## config.mk

```make
export PLATFORM = sky130hd
export DESIGN_NAME = bflt_fault_logic
export DESIGN_NICKNAME = d
export VERILOG_FILES = /design/src/rtl/bflt_pkg.sv /design/src/rtl/bflt_fault_logic.sv
export SDC_FILE = /design/constraint.sdc
export NUM_CORES = 1
export LEC_CHECK = 0
export BUFFER_PORTS_ARGS = -buffer_cell sky130_fd_sc_hd__clkbuf_2
export CORE_MARGIN = 5
export CORE_UTILIZATION = 60
export CTS_CLUSTER_DIAMETER = 80
export CTS_CLUSTER_SIZE = 28
export DETAILED_ROUTE_END_ITERATION = 8
export HOLD_SLACK_MARGIN = 0.05
export PLACE_DENSITY = 0.76
export SLEW_MARGIN = 20
export SYNTH_ARGS = -nofsm -noshare
export SYNTH_HDL_FRONTEND = slang
export SYNTH_SLANG_ARGS = --single-unit
```

## constraint.sdc

```tcl
create_clock -name clk -period 3 [get_ports clk]
set_input_delay 0.15 -clock clk [delete_from_list [all_inputs] [get_ports clk]]
set_output_delay 0.15 -clock clk [all_outputs]
set_load 0.005 [all_outputs]
```

## src/rtl/bflt_pkg.sv

```systemverilog
/*
 package for the boot undervoltage and overcurrent fault logic.
 assumes a 20 mhz system clock; all times are given in ns and converted here.
*/
package bflt_pkg;
	localparam int CLK_PERIOD_NS = 50;
	// tri-state hold time for recovery, refresh and current-report restart
	localparam int TRI_HOLD_NS = 19000;
	localparam int TRI_HOLD_CYC = TRI_HOLD_NS / CLK_PERIOD_NS;
	// current report restart delay
	localparam int REPORT_DELAY_NS = 1000;
	localparam int REPORT_DELAY_CYC = REPORT_DELAY_NS / CLK_PERIOD_NS;
	// shutdown hold-off time in tri-state window (value not printed)
	localparam int SHDN_HOLD_NS = 200;
	localparam int SHDN_HOLD_CYC = (SHDN_HOLD_NS + CLK_PERIOD_NS - 1) / CLK_PERIOD_NS;
	localparam int TMR_W = 10;
	localparam logic [TMR_W-1:0] TMR_ZERO = 10'h000;
	localparam logic [TMR_W-1:0] TMR_ONE = 10'h001;
	localparam logic [TMR_W-1:0] TRI_HOLD_T = TMR_W'(TRI_HOLD_CYC);
	localparam logic [TMR_W-1:0] REPORT_DELAY_T = TMR_W'(REPORT_DELAY_CYC);
	localparam logic [TMR_W-1:0] SHDN_HOLD_T = TMR_W'(SHDN_HOLD_CYC);
	// boot fault counter
	localparam logic [1:0] BOOT_CNT_ZERO = 2'h0;
	localparam logic [1:0] BOOT_CNT_ONE = 2'h1;
	localparam logic [1:0] BOOT_CNT_LOCK = 2'h3;
	// overcurrent truncation counter
	localparam logic [3:0] OC_CNT_ZERO = 4'h0;
	localparam logic [3:0] OC_CNT_ONE = 4'h1;
	localparam logic [3:0] OC_CNT_FAULT = 4'ha;
	// decoded three-level pwm input
	typedef enum logic [1:0] {
		BFLT_PWM_LOW = 2'b00,
		BFLT_PWM_HIGH = 2'b01,
		BFLT_PWM_TRI = 2'b10
	} bflt_pwm_t;
endpackage

```

## src/rtl/bflt_fault_logic.sv

```systemverilog
/*
 fault logic of a power-stage gate driver: boot undervoltage lockout,
 boot refresh, current report gating and overcurrent fault latch.
 assumes pwm already decoded to three levels and analog comparators
 delivered as digital levels synchronous to clk.
*/
// Contract
// (RQ1) check boot only after both supplies good
// (RQ2) low gate follows pwm, high waits boot
// (RQ3) boot error set at startup, below falling
// (RQ4) boot error clears above rising threshold
// (RQ5) flagged falling pwm edge increments counter
// (RQ6) count three latches both gates off
// (RQ7) tri-state hold clears counter, restarts startup
// (RQ8) unflagged falling edge clears boot counter
// (RQ9) refresh after tri-state hold if boot low
// (RQ10) refresh ends at rising threshold or exit
// (RQ11) supply power cycle also clears lockout
// (RQ12) controller shuts down after boot lockout; the controller model parks only on temp_fault_output, not on lockout
// (RQ13) report current only during switch on-time
// (RQ14) long tri-state delays current report restart
// (RQ15) overcurrent trip truncates active duty cycle
// (RQ16) count consecutive truncations, reset otherwise
// (RQ17) ten truncations drive fault output high
// (RQ18) controller treats fault high as shutdown
// (RQ19) fault latched until supply power cycle
// (RQ20) tri-state hold-off suspends switching, gates low
// (RQ21) decoded pwm, digital comparators, local timers
`timescale 1ns/1ps
module bflt_fault_logic (
	// clock and reset
	input wire logic clk,
	input wire logic rst,
	// supplies and comparators
	input wire logic logic_supply_ok,
	input wire logic gate_drive_supply_ok,
	input wire logic boot_above_rising,
	input wire logic boot_below_falling,
	input wire logic overcurrent_trip,
	// pwm from controller
	input wire bflt_pkg::bflt_pwm_t pwm,
	// gate outputs
	output logic high_side_gate,
	output logic low_side_gate,
	output logic gates_tristate,
	// status outputs
	output logic boot_undervoltage,
	output logic boot_refresh,
	output logic current_report_enable,
	output logic temp_fault_output
);
	import bflt_pkg::*;

	logic supplies_ok;
	logic power_cycle;
	logic gate_allow;
	logic tri_clear;
	logic boot_step;
	logic boot_clear;
	logic oc_step;
	logic oc_clear;
	bflt_pwm_t pwm_reg;
	logic falling_edge;
	logic high_enable_reg;
	logic boot_err_reg;
	logic [1:0] boot_cnt_reg;
	logic lockout_reg;
	logic [TMR_W-1:0] tri_tmr_reg;
	logic tri_long;
	logic shdn;
	logic long_tri_seen_reg;
	logic [TMR_W-1:0] rpt_tmr_reg;
	logic truncating_reg;
	logic [3:0] oc_cnt_reg;
	logic fault_reg;
	logic duty_end;

	////////////////////////////////////////////////////////////////////////
	// supply and pwm tracking

	assign supplies_ok = logic_supply_ok && gate_drive_supply_ok;
	// a loss of either supply is a power cycle for the latches
	assign power_cycle = !supplies_ok; // [RQ11] [RQ19]

	always_ff @(posedge clk or posedge rst) begin
		if (rst) begin
			pwm_reg <= BFLT_PWM_TRI;
		end else begin
			pwm_reg <= pwm;
		end
	end

	// high to low or high to tri-state
	assign falling_edge = (pwm_reg == BFLT_PWM_HIGH) && (pwm != BFLT_PWM_HIGH);

	// tri-state duration timer, saturating so a long park never wraps short
	assign tri_clear = (pwm != BFLT_PWM_TRI) || !supplies_ok;

	bflt_sat_cnt #(
		.W(TMR_W)
	) u_tri_tmr (
		.clk(clk),
		.rst(rst),
		.clear(tri_clear),
		.step(1'b1), // [RQ21]
		.limit(TRI_HOLD_T),
		.count(tri_tmr_reg)
	);

	assign tri_long = (tri_tmr_reg == TRI_HOLD_T);
	assign shdn = (pwm == BFLT_PWM_TRI) && (tri_tmr_reg >= SHDN_HOLD_T); // [RQ20]

	////////////////////////////////////////////////////////////////////////
	// boot error flag and lockout

	always_ff @(posedge clk or posedge rst) begin
		if (rst) begin
			boot_err_reg <= 1'b1;
		end else if (!supplies_ok) begin
			boot_err_reg <= 1'b1; // [RQ3] [RQ1]
		end else if (boot_below_falling) begin
			// set wins if both comparators claim at once
			boot_err_reg <= 1'b1; // [RQ3]
		end else if (boot_above_rising) begin
			boot_err_reg <= 1'b0; // [RQ4]
		end
	end

	// high side released once boot first clears rising threshold
	always_ff @(posedge clk or posedge rst) begin
		if (rst) begin
			high_enable_reg <= 1'b0;
		end else if (!supplies_ok || lockout_reg) begin
			high_enable_reg <= 1'b0; // [RQ2]
		end else if (boot_above_rising && !boot_below_falling) begin
			high_enable_reg <= 1'b1; // [RQ2]
		end
	end

	// a flagged falling edge steps, an unflagged one starts the run again
	assign boot_step = falling_edge && !lockout_reg && boot_err_reg; // [RQ5]
	assign boot_clear = power_cycle || tri_long || // [RQ7] [RQ11]
		(falling_edge && !lockout_reg && !boot_err_reg); // [RQ8]

	bflt_sat_cnt #(
		.W($bits(boot_cnt_reg))
	) u_boot_cnt (
		.clk(clk),
		.rst(rst),
		.clear(boot_clear),
		.step(boot_step),
		.limit(BOOT_CNT_LOCK),
		.count(boot_cnt_reg)
	);

	always_ff @(posedge clk or posedge rst) begin
		if (rst) begin
			lockout_reg <= 1'b0;
		end else if (power_cycle || tri_long) begin
			lockout_reg <= 1'b0; // [RQ7] [RQ11]
		end else if (boot_cnt_reg == BOOT_CNT_LOCK) begin
			lockout_reg <= 1'b1; // [RQ6]
		end
	end

	// refresh after long tri-state while boot is low
	always_ff @(posedge clk or posedge rst) begin
		if (rst) begin
			boot_refresh <= 1'b0;
		end else if (!supplies_ok || pwm != BFLT_PWM_TRI || boot_above_rising) begin
			boot_refresh <= 1'b0; // [RQ10]
		end else if (tri_long && boot_below_falling) begin
			boot_refresh <= 1'b1; // [RQ9]
		end
	end

	////////////////////////////////////////////////////////////////////////
	// overcurrent truncation and fault latch

	// a duty cycle ends at the falling edge of pwm
	assign duty_end = falling_edge;

	always_ff @(posedge clk or posedge rst) begin
		if (rst) begin
			truncating_reg <= 1'b0;
		end else if (pwm != BFLT_PWM_HIGH) begin
			truncating_reg <= 1'b0;
		end else if (overcurrent_trip) begin
			truncating_reg <= 1'b1; // [RQ15]
		end
	end

	// counter holds at the fault value until a supply drops or a duty cycle ends untruncated
	assign oc_step = duty_end && truncating_reg; // [RQ16]
	assign oc_clear = power_cycle || (duty_end && !truncating_reg); // [RQ16]

	bflt_sat_cnt #(
		.W($bits(oc_cnt_reg))
	) u_oc_cnt (
		.clk(clk),
		.rst(rst),
		.clear(oc_clear),
		.step(oc_step),
		.limit(OC_CNT_FAULT),
		.count(oc_cnt_reg)
	);

	always_ff @(posedge clk or posedge rst) begin
		if (rst) begin
			fault_reg <= 1'b0;
		end else if (oc_cnt_reg == OC_CNT_FAULT && supplies_ok) begin
			fault_reg <= 1'b1; // [RQ17]
		end else if (power_cycle) begin
			fault_reg <= 1'b0; // [RQ19]
		end
	end

	assign temp_fault_output = fault_reg;

	////////////////////////////////////////////////////////////////////////
	// current report gating

	always_ff @(posedge clk or posedge rst) begin
		if (rst) begin
			long_tri_seen_reg <= 1'b0;
			rpt_tmr_reg <= TMR_ZERO;
		end else if (pwm == BFLT_PWM_TRI) begin
			if (tri_long) begin
				long_tri_seen_reg <= 1'b1;
			end
			rpt_tmr_reg <= TMR_ZERO;
		end else if (long_tri_seen_reg) begin
			// restart delay runs only after a long tri-state
			if (rpt_tmr_reg == REPORT_DELAY_T - TMR_ONE) begin
				long_tri_seen_reg <= 1'b0; // [RQ14]
			end else begin
				rpt_tmr_reg <= rpt_tmr_reg + TMR_ONE; // [RQ14]
			end
		end
	end

	////////////////////////////////////////////////////////////////////////
	// gate drive outputs, registered

	// one permission for both gates: lockout forces both off whatever pwm does
	assign gate_allow = supplies_ok && !lockout_reg && !shdn;

	always_ff @(posedge clk or posedge rst) begin
		if (rst) begin
			gates_tristate <= 1'b1;
		end else begin
			// same-cycle supply term keeps this flag in step with the gates
			gates_tristate <= lockout_reg || !supplies_ok; // [RQ6]
		end
	end

	always_ff @(posedge clk or posedge rst) begin
		if (rst) begin
			high_side_gate <= 1'b0;
			low_side_gate <= 1'b0;
		end else begin
			high_side_gate <= gate_allow && high_enable_reg && (pwm == BFLT_PWM_HIGH) &&
				!overcurrent_trip; // [RQ2] [RQ15] [RQ20]
			low_side_gate <= gate_allow && (pwm == BFLT_PWM_LOW); // [RQ2] [RQ20]
		end
	end

	always_ff @(posedge clk or posedge rst) begin
		if (rst) begin
			boot_undervoltage <= 1'b1;
		end else begin
			boot_undervoltage <= boot_err_reg; // [RQ3]
		end
	end

	always_ff @(posedge clk or posedge rst) begin
		if (rst) begin
			current_report_enable <= 1'b0;
		end else begin
			current_report_enable <= supplies_ok && !lockout_reg && (pwm != BFLT_PWM_TRI) &&
				!long_tri_seen_reg; // [RQ13] [RQ14]
		end
	end

endmodule

////////////////////////////////////////////////////////////////////////
// saturating event counter shared by the timer and both fault counters

module bflt_sat_cnt #(
	parameter int W = 4
) (
	// clock and reset
	input wire logic clk,
	input wire logic rst,
	// control, clear wins over step
	input wire logic clear,
	input wire logic step,
	input wire logic [W-1:0] limit,
	// running count
	output logic [W-1:0] count
);
	import bflt_pkg::*;

	localparam logic [W-1:0] CNT_ZERO = '0;
	localparam logic [W-1:0] CNT_ONE = W'(1);

	// holding at the limit keeps a long event from wrapping back to a short one
	always_ff @(posedge clk or posedge rst) begin
		if (rst) begin
			count <= CNT_ZERO;
		end else if (clear) begin
			count <= CNT_ZERO;
		end else if (step && count != limit) begin
			count <= count + CNT_ONE;
		end
	end

endmodule

```

**Word-level counts from Yosys, hierarchy flattened**

Index checks and enable logic that the tools add are counted.

- Register bits: 40
- Bits of input ports: 9
- Logic and storage cells: 109

- Add/subtract/negate cells: 4
- $lt $le $gt $ge: 1
- Eq/ne operators: 16
- Muxes and demuxes: 26
- Reduce and logical (&&, ||, !) cells: 45

Operators by type and width:

| cell | count |
|---|---|
| two-way mux 10 bit | 5 |
| logical AND 1 bit | 21 |
| adder 10 x 1 -> 10 bit (second input constant) | 2 |
| two-way mux 1 bit | 17 |
| nonzero test 2 bit | 8 |
| equality test 10 x 5 -> 1 bit (second input constant) | 1 |
| equality test 10 x 9 -> 1 bit (second input constant) | 1 |
| greater-or-equal comparator 10 x 3 -> 1 bit (second input constant) | 1 |
| != test 10 x 9 -> 1 bit (second input constant) | 1 |
| zero test 1 bit | 8 |
| two-way mux 4 bit | 2 |
| != test 2 bit (second input constant) | 4 |
| logical OR 1 bit | 6 |
| adder 4 x 1 -> 4 bit (second input constant) | 1 |
| equality test 2 x 1 -> 1 bit (second input constant) | 2 |
| equality test 2 bit (second input constant) | 2 |
| equality test 4 bit (second input constant) | 1 |
| two-way mux 2 bit | 2 |
| != test 2 x 1 -> 1 bit (second input constant) | 2 |
| != test 4 bit (second input constant) | 1 |
| != test 3 bit (second input constant) | 1 |
| adder 2 x 1 -> 2 bit (second input constant) | 1 |
| zero test 2 bit | 1 |
| AND reduction 2 bit | 1 |

**Logic depth before layout (Yosys ltp)**

Gate-level depths: netlist (run 1).

- Word-level depth: 7
- Mapped depth: 6
- Mapped depth without buffers: 6

**By module**

From an unflattened synthesis (run 1), not the netlist that was laid out.

- Cell total of the unflattened synthesis: 209
- Area, all modules: 2108.3 um^2

By module, submodules not included:

| module | times used | cells an instance | area each (um^2) |
|---|---|---|---|
| bflt_fault_logic | 1 | 105 | 1081.0 |
| bflt_sat_cnt (u_tri_tmr) | 1 | 68 | 648.1 |
| bflt_sat_cnt (u_oc_cnt) | 1 | 23 | 254.0 |
| bflt_sat_cnt (u_boot_cnt) | 1 | 13 | 125.1 |

**Worst setup path before layout (run 1)**

OpenSTA, ideal clock, no wires.

- Path type: flip-flop to flip-flop
- From: register u_tri_tmr.count[0]
- To: register u_boot_cnt.count[0]
- Arrival time: 1582 ps
- Path slack: 1289 ps
- Stages on the path, launching flop included: 7
- Period minus slack after synthesis: 1711 ps
- Cells stage by stage: dfrtp_1 inv_1 ha_1 or3b_4 or3_4 nand3_1 a21oi_1

- Cells in the longest elaborated chain, start to end: 4
- Elaborated cells between the ends (all ways): 5
- Those cells by class: eq/ne: 1; mux: 1; reduce/logical: 3

RTL lines:

| element | RTL line | text |
|---|---|---|
| start: declaration | bflt_fault_logic.sv:301 | `output logic [W-1:0] count` |
| start signal: assignment | bflt_fault_logic.sv:315 | `count <= count + CNT_ONE;` |
| equality test 10 x 9 -> 1 bit (*) | bflt_fault_logic.sv:110 | `assign tri_long = (tri_tmr_reg == TRI_HOLD_T);` |
| logical OR 1 bit (*) (2 in a row) | bflt_fault_logic.sv:142 | `assign boot_clear = power_cycle \|\| tri_long \|\|` |
| two-way mux 2 bit / nonzero test 2 bit (equally long branches) | -- |  |
| end signal: assignment | bflt_fault_logic.sv:315 |  |
| end: declaration | bflt_fault_logic.sv:301 |  |

Every way passes the cells marked *; elsewhere a longest branch is shown, timed or not.
A chain may end at the register's enable or synchronous reset.

**Worst setup path in the final report (run 1)**

- From: register u_tri_tmr.count[0]
- To: register boot_refresh

- Cells in the longest elaborated chain, start to end: 3

RTL lines:

| element | RTL line | text |
|---|---|---|
| equality test 10 x 9 -> 1 bit | bflt_fault_logic.sv:110 |  |
| logical AND 1 bit | bflt_fault_logic.sv:172 | `end else if (tri_long && boot_below_falling) begin` |
| nonzero test 2 bit (no line) | -- |  |
| end signal: assignment | bflt_fault_logic.sv:169 | `boot_refresh <= 1'b0;` |
| end signal: assignment | bflt_fault_logic.sv:171 | `boot_refresh <= 1'b0;` |
| end signal: assignment | bflt_fault_logic.sv:173 | `boot_refresh <= 1'b1;` |
| end: declaration | bflt_fault_logic.sv:48 | `output logic boot_refresh,` |

No other way between the ends.

==> metrics.csv, run 1 <==
stage,metric,value,unit
status,status,finished clean,
synth,synth warn,0,
finish,share of layout cells above drive strength 1,16.67,%
synth,Post-synth top cells,"dfrtp_1, nor2_1, nand2_1",
synth,synthesized flop and latch total,40,
synth,Area contributors post-synth,"dfrtp_1, dfstp_2, nor2_1",
die,core outline area,3053,sq um
die,Die Wd,66.60,um
finish,Layout Nets,236,
critical_path,CP arrival,2100,ps
die,initial core utilization,62.95,%
die,I/O pin count,16,
timing,unrepaired setup endpoints after global routing,false,
timing,Final setup viols,0,
critical_path,Slowest cell on crit path,dfrtp_1,
critical_path,Crit path max-delay family,simple AND/OR/NAND/NOR gates,
critical_path,Reg2Reg Depth,6,
global_routing,first-pass GRT wire length,6.610,mm
detailed_routing,routed wl met2,2.022,mm
detailed_routing,DR top layer,met4,
critical_path,crit path kind,register to register,
finish,Fill cells,243,
timing,setup TNS,0,ps
min_path,Hold EP,u_boot_cnt.count[1],
timing,WHS,96.38,ps
cts,CTS max path bufs,2,
global_routing,GRT overflow,0,
critical_path,FF-to-FF setup slack,1160,ps
cts,post-cts gate resize count,0,
detailed_routing,# DRC,0,
power_and_ir_drop,LEAKAGE,0.9660,nW
critical_path,CP peak stage delay,440,ps
synth,Post-synth EDFFs,0,
synth,Netlist cell types,39,
finish,final std cells w/o fill,266,
cts,total setup buffers inserted after CTS,0,
timing,Layout Skew,11.13,ps
place,I/O Buffers,15,
die,DIE AREA,4435,sq um
detailed_routing,Routed Antenna Nets,0,
finish,# diodes,0,
detailed_routing,DR WL met3,177,um
critical_path,startpoint types,register,
synth,Mapped Area,1922,sq um
cts,root buffer cell,clkbuf_4,
min_path,min-delay src,gate_drive_supply_ok,
finish,area delta synth->final,13.41,%
global_routing,largest net degree at the start of global routing,31,
timing,Pins Over Slew Limit,0,
min_path,Worst Hold Depth,3,
timing,Least-Margin Pin Slew,600.3,ps
place,Placement Setup Slack,1143,ps
detailed_routing,WL final,3.874,mm
cts,CTS HTree Levels,2,
detailed_routing,wl on met1,1.614,mm
synth,most frequent cell after synthesis,dfrtp_1,
cts,Num CTS Buffers,5,
timing,endpoints failing hold,0,
place,Placed Cells,252,
timing,Period minus WS final,1840,ps
timing,FMAX,0.5434,GHz
synth,synthesized area per cell,9.958,sq um
place,routability cong.,0.9187,
cts,Worst-path clk slew,130,ps
detailed_routing,drt wl/cell,14.56,um
cts,CTS tree,built,
timing,Final WS setup,1160,ps
synth,largest area contributor in the netlist,dfrtp_1,
cts,clock sink count,40,
global_routing,vias in the first global route,1466,
synth,most used flip-flop cell after synthesis,dfrtp_1,
place,placed wire-length estimate,2.885,mm
die,die height,66.60,um
critical_path,"critical path, cell by cell",inv_1 > ha_1 > or3b_4 > nor3_4 > nand2_1 > a211oi_1,
critical_path,Worst EP required,3260,ps
power_and_ir_drop,Pwr Density,419.5,nW/um^2
detailed_routing,iteration-0 DRC count of the detailed router,75,
critical_path,FF-to-FF End,boot_refresh,
critical_path,crit end category,register,
detailed_routing,via count,1504,
cts,Clock Latency Late Sink,350,ps
synth,register area share after synthesis,52.34,%
power_and_ir_drop,total power,914.3,uW
critical_path,R2R Path Start,u_tri_tmr.count[0],
die,std cell rows,20,
synth,Mapped Nets,208,
global_routing,initial antenna violation count,0,
detailed_routing,via density per instance,5.654,
power_and_ir_drop,Peak VDD IR,0.3428,mV
detailed_routing,drt pass-1 iters,4,
synth,"FFs w/ async S/R, synth",100.0,%
timing,Final Cycle Share,61.34,%
synth,post-synth top area share,46.88,%
critical_path,Buf/Inv on CP,1,
cts,CTS Hold Bufs,5,
global_routing,Tot GR Track Use,20.15,%
timing,max_slew headroom,59.92,%
flow_run,max-cap violations,0,
synth,Post-Syn Instances,193,
critical_path,"critical path fanouts, max",5,
min_path,Hold Crit Class,input pin to register,
[cell type report]
cell class	count	area (sq um)	area share, %
clock inverters	3	18.77	0.8611
multi-input cells	141	870.8	39.95
clock buffers	5	37.54	1.722
flip-flops and latches	40	1006	46.15
inverters	9	33.78	1.550
well taps	44	55.05	2.526
repair buffers	24	157.7	7.233
[worst min-delay path, stage by stage]
cell,delay [ps]
clkbuf_2,100
nand3_1,120
a21oi_1,50
[cells by family after synthesis]
| kind of cell | Yosys count | synth area share, % |
|---|---|---|
| xor gates and xnor gates | 10 | 4.557 |
| muxes | 1 | 0.5209 |
| buffers and inverters | 12 | 2.344 |
| and+or+nand+nor | 91 | 26.37 |
| adders and majority gates | 6 | 3.906 |
| AOI/OAI and AO/OA | 33 | 9.960 |
| DFF | 40 | 52.34 |
[routing by layer]
layer	vias up	GRT usage (%)
li1	736	-
met3	8	6.408
met4	0	7.107
met2	28	34.65
met1	732	23.45
met5	-	0
[stage by stage]
step / utilization, % / area, sq um
2_1_floorplan: - / 1922
3_3_place_gp: 67.58 / 2063
3_5_place_dp: 67.58 / 2063
4_1_cts: 71.07 / 2170
5_1_grt: 71.39 / 2180
6_report: 71.39 / 2180
[where the power goes]
part | internal [mW] | total (mW) | switching [mW]
Clock | 0.0901 | 0.271 | 0.181
Combinational | 0.0310 | 0.0748 | 0.0437
Sequential | 0.555 | 0.568 | 0.0131
[how the worst max path moves through the flow]
stage	slack [ps]	endpoint	startpoint	cells past startpoint
floorplan	1290	u_boot_cnt.count[0]	u_tri_tmr.count[0]	6
global placement	1240	u_boot_cnt.count[1]	u_tri_tmr.count[0]	6
detailed placement	1140	boot_refresh	u_tri_tmr.count[0]	6
CTS	1130	boot_refresh	u_tri_tmr.count[0]	6
global route	1050	boot_refresh	u_tri_tmr.count[0]	6
finish	1160	boot_refresh	u_tri_tmr.count[0]	6
[placed cells by master (no fill, tap or decap), drive strengths merged, types with 4 or more instances in the layout]
cell type	n
a21oi	13
inv	9
o21ai	8
nor3	10
dfstp	4
nor2b	4
xnor2	4
nand2	16
nand4	6
or3	5
dfrtp	36
ha	6
xor2	6
nor2	21
dlygate4sd3	6
nand3	7
a31oi	4
clkbuf	20
and2	4
No activity file was read; power rests on OpenSTA's default activity.
==> inputs of run 2 (changes only) <==
--- a/config.mk
+++ b/config.mk
@@ -5,14 +5,15 @@
 export SDC_FILE = /design/constraint.sdc
 export NUM_CORES = 1
 export LEC_CHECK = 0
+export ABC_AREA = 1
 export BUFFER_PORTS_ARGS = -buffer_cell sky130_fd_sc_hd__clkbuf_2
 export CORE_MARGIN = 5
-export CORE_UTILIZATION = 60
+export CORE_UTILIZATION = 59
 export CTS_CLUSTER_DIAMETER = 80
 export CTS_CLUSTER_SIZE = 28
 export DETAILED_ROUTE_END_ITERATION = 8
 export HOLD_SLACK_MARGIN = 0.05
-export PLACE_DENSITY = 0.76
+export PLACE_DENSITY = 0.75
 export SLEW_MARGIN = 20
 export SYNTH_ARGS = -nofsm -noshare
 export SYNTH_HDL_FRONTEND = slang
==> constraint.sdc (replaced) <==
create_clock -name clk -period 1.7 [get_ports clk]
set_input_delay 0.085 -clock clk [delete_from_list [all_inputs] [get_ports clk]]
set_output_delay 0.085 -clock clk [all_outputs]
set_load 0.005 [all_outputs]
==> run 2 against run 1 <==
Die area up 6.7%. Global-route usage down 0.70 points. Clock-buffer cell count unchanged. Via count up 8.3%.
==> metrics.csv, run 2 <==
stage,metric,value,unit,change
power_and_ir_drop,Pwr Density,783.5,nW/um^2,+87%
timing,unrepaired setup endpoints after global routing,false,,
detailed_routing,drt wl/cell,11.89,um,-18%
timing,FMAX,0.6855,GHz,+26%
cts,clock sink count,40,,unchanged
min_path,Worst Hold Depth,4,,+1
finish,multi-input logic area,895.9,sq um,+2.9%
timing,Period minus WS final,1459,ps,-381.6 ps
cts,root buffer cell,clkbuf_4,,
cts,total setup buffers inserted after CTS,0,,unchanged
place,routability cong.,0.8072,,-12%
detailed_routing,WL final,3.816,mm,-1.5%
cts,Num CTS Buffers,5,,unchanged
synth,Post-synth top cells,"nand2_1, dfrtp_1, inv_1",,
global_routing,vias in the first global route,1555,,+6.1%
die,initial core utilization,61.12,%,-1.8 points
finish,Fill cells,273,,+12%
finish,Layout Nets,290,,+23%
synth,synth warn,0,,unchanged
critical_path,crit end category,register,,
timing,Least-Margin Pin Slew,475.1,ps,-125.2 ps
global_routing,first-pass GRT wire length,6.824,mm,+3.2%
timing,Pins Over Slew Limit,0,,unchanged
power_and_ir_drop,Peak VDD IR,0.6880,mV,+100%
die,DIE AREA,4733,sq um,+6.7%
detailed_routing,via count,1629,,+8.3%
critical_path,"critical path, cell by cell",inv_1 > ha_1 > nand3_1 > nor2_1 > nand2_2 > nor2_2 > inv_1 > o21ai_1,,
cts,Worst-path clk slew,120,ps,about the same
global_routing,GRT overflow,0,,unchanged
detailed_routing,# DRC,0,,unchanged
cts,CTS tree,built,,
synth,Post-synth EDFFs,0,,unchanged
synth,register area share after synthesis,49.33,%,-3.0 points
finish,share of layout cells above drive strength 1,14.18,%,-2.5 points
detailed_routing,via density per instance,5.075,,-10%
die,Die Wd,68.80,um,+3.3%
synth,Netlist cell types,27,,-31%
power_and_ir_drop,LEAKAGE,1.133,nW,+17%
synth,Mapped Area,2039,sq um,+6.1%
place,I/O Buffers,15,,unchanged
global_routing,Tot GR Track Use,19.45,%,-0.70 points
timing,endpoints failing hold,0,,unchanged
critical_path,CP peak stage delay,430,ps,about the same
cts,CTS max path bufs,2,,unchanged
cts,Clock Latency Late Sink,350,ps,about the same
finish,"commonest non-fill, non-tap cell in the layout",nand2_1,,
critical_path,Crit path top cell by count,inv_1,,
die,core outline area,3337,sq um,+9.3%
synth,largest area contributor in the netlist,dfrtp_1,,
timing,Layout Skew,13.29,ps,+2.155 ps
synth,"FFs w/ async S/R, synth",100.0,%,unchanged
critical_path,Buf/Inv on CP,2,,+1
timing,setup TNS,0,ps,unchanged
synth,Area contributors post-synth,"dfrtp_1, nand2_1, inv_1",,
synth,synthesized flop and latch total,40,,unchanged
critical_path,WP depth,8,,+2
finish,"leading cell types in the layout, fill and taps excluded","nand2_1, dfrtp_1, inv_1",,
place,placed wire-length estimate,2.722,mm,-5.7%
synth,Post-Syn Instances,245,,+27%
critical_path,startpoint types,register,,
synth,most frequent cell after synthesis,nand2_1,,
finish,FF+latch area,1006,sq um,unchanged
critical_path,crit path kind,register to register,,
min_path,Hold Crit Class,input pin to register,,
critical_path,Crit path max-delay family,simple AND/OR/NAND/NOR gates,,
critical_path,CP arrival,1740,ps,-360 ps
synth,most used flip-flop cell after synthesis,dfrtp_1,,
critical_path,"critical path fanouts, max",11,,+6
die,I/O pin count,16,,unchanged
flow_run,max-cap violations,0,,unchanged
detailed_routing,drt pass-1 iters,4,,unchanged
critical_path,Worst EP required,1980,ps,-1280 ps
synth,synthesized area per cell,8.324,sq um,-16%
synth,post-synth top area share,44.17,%,-2.7 points
place,Post-DP Area,2168,sq um,+5.1%
critical_path,Slowest cell on crit path,dfrtp_1,,
synth,Mapped Nets,260,,+25%
finish,area delta synth->final,15.15,%,
detailed_routing,Routed Antenna Nets,0,,unchanged
timing,Final setup viols,0,,unchanged
status,status,finished clean,,
global_routing,largest net degree at the start of global routing,41,,+32%
cts,CTS HTree Levels,2,,unchanged
detailed_routing,iteration-0 DRC count of the detailed router,125,,+67%
critical_path,Reg2Reg Depth,8,,+2
die,std cell rows,21,,+5.0%
timing,max_slew headroom,68.33,%,+8.4 points
finish,"Design Area, Final",2349,sq um,+7.7%
timing,Final Cycle Share,85.81,%,+24 points
global_routing,initial antenna violation count,0,,unchanged
die,die height,68.80,um,+3.3%
finish,# diodes,0,,unchanged
## run 2: stage by stage
stage / instances / worst slack [ps] / hold WS [ps] / power, mW / utilization (%)
CTS: 321 / 123.8 / 64.61 / 1.859 / 70.30
finish: 321 / 241.3 / 83.30 / 1.840 / 70.38
global route: 321 / 118.5 / 99.73 / 1.913 / 70.38
detailed placement: 306 / 148.8 / 208.8 / 1.085 / 64.98
floorplan: 245 / 394.2 / 89.48 / 1.049 / -
global placement: 306 / 212.4 / 205.2 / 1.083 / 64.98
## run 2: final timing paths
| path | from | endpoint | slack (ps) |
|---|---|---|---|
| setup / recovery | u_tri_tmr.count[0] | u_tri_tmr.count[0] | 240 |
| hold / removal | logic_supply_ok | boot_err_reg | 80 |
| setup reg to reg | u_tri_tmr.count[0] | u_tri_tmr.count[0] | 240 |
| hold reg to reg | boot_err_reg | boot_undervoltage | 400 |
| max in group asynchronous | rst | pwm_reg[1] | 980 |
| min in group asynchronous | rst | u_tri_tmr.count[3] | 360 |
## run 2: cell families after synthesis
kind of cell | synth area share [%]
xor gates and xnor gates | 2.577
DFF | 49.32
and+or+nand+nor | 29.76
AOI/OAI and AO/OA | 7.791
buffers and inverters | 6.871
adders and majority gates | 3.681
## run 2: routing by layer
| layer | up-vias | part of all wire, % | track usage, % |
|---|---|---|---|
| li1 | 857 | - | - |
| met1 | 734 | 50 | 27.18 |
| met2 | 31 | 45 | 29.92 |
| met3 | 7 | 3.9 | 3.404 |
| met4 | 0 | 1.7 | 8.029 |
| met5 | - | 0 | 0 |
## run 2: tightest hold or removal path, stage by stage
cell and delay [ps]:
clkbuf_2 80, nand2_1 120, nor2_1 50, o21ai_0 70
## run 2: final cells by class
class	count	area share (%)
flip-flops and latches	40	42.83
multi-input cells	170	38.15
repair buffers	24	6.926
inverters	34	5.488
clock inverters	2	2.557
well taps	46	2.451
clock buffers	5	1.598
## run 2: what timing repair did
| item | 4_1_cts | 5_1_grt |
|---|---|---|
| hold buffers | 8 | 0 |
| gates resized for setup | 0 | 1 |
| endpoints found under the hold margin | 44 | 0 |
| endpoints found under the setup margin | 0 | 1 |
## run 2: report_power, final
group | total [mW] | internal, mW | switching, mW
Clock | 0.760 | 0.450 | 0.310
Combinational | 0.107 | 0.0390 | 0.0684
Sequential | 0.973 | 0.966 | 0.00697
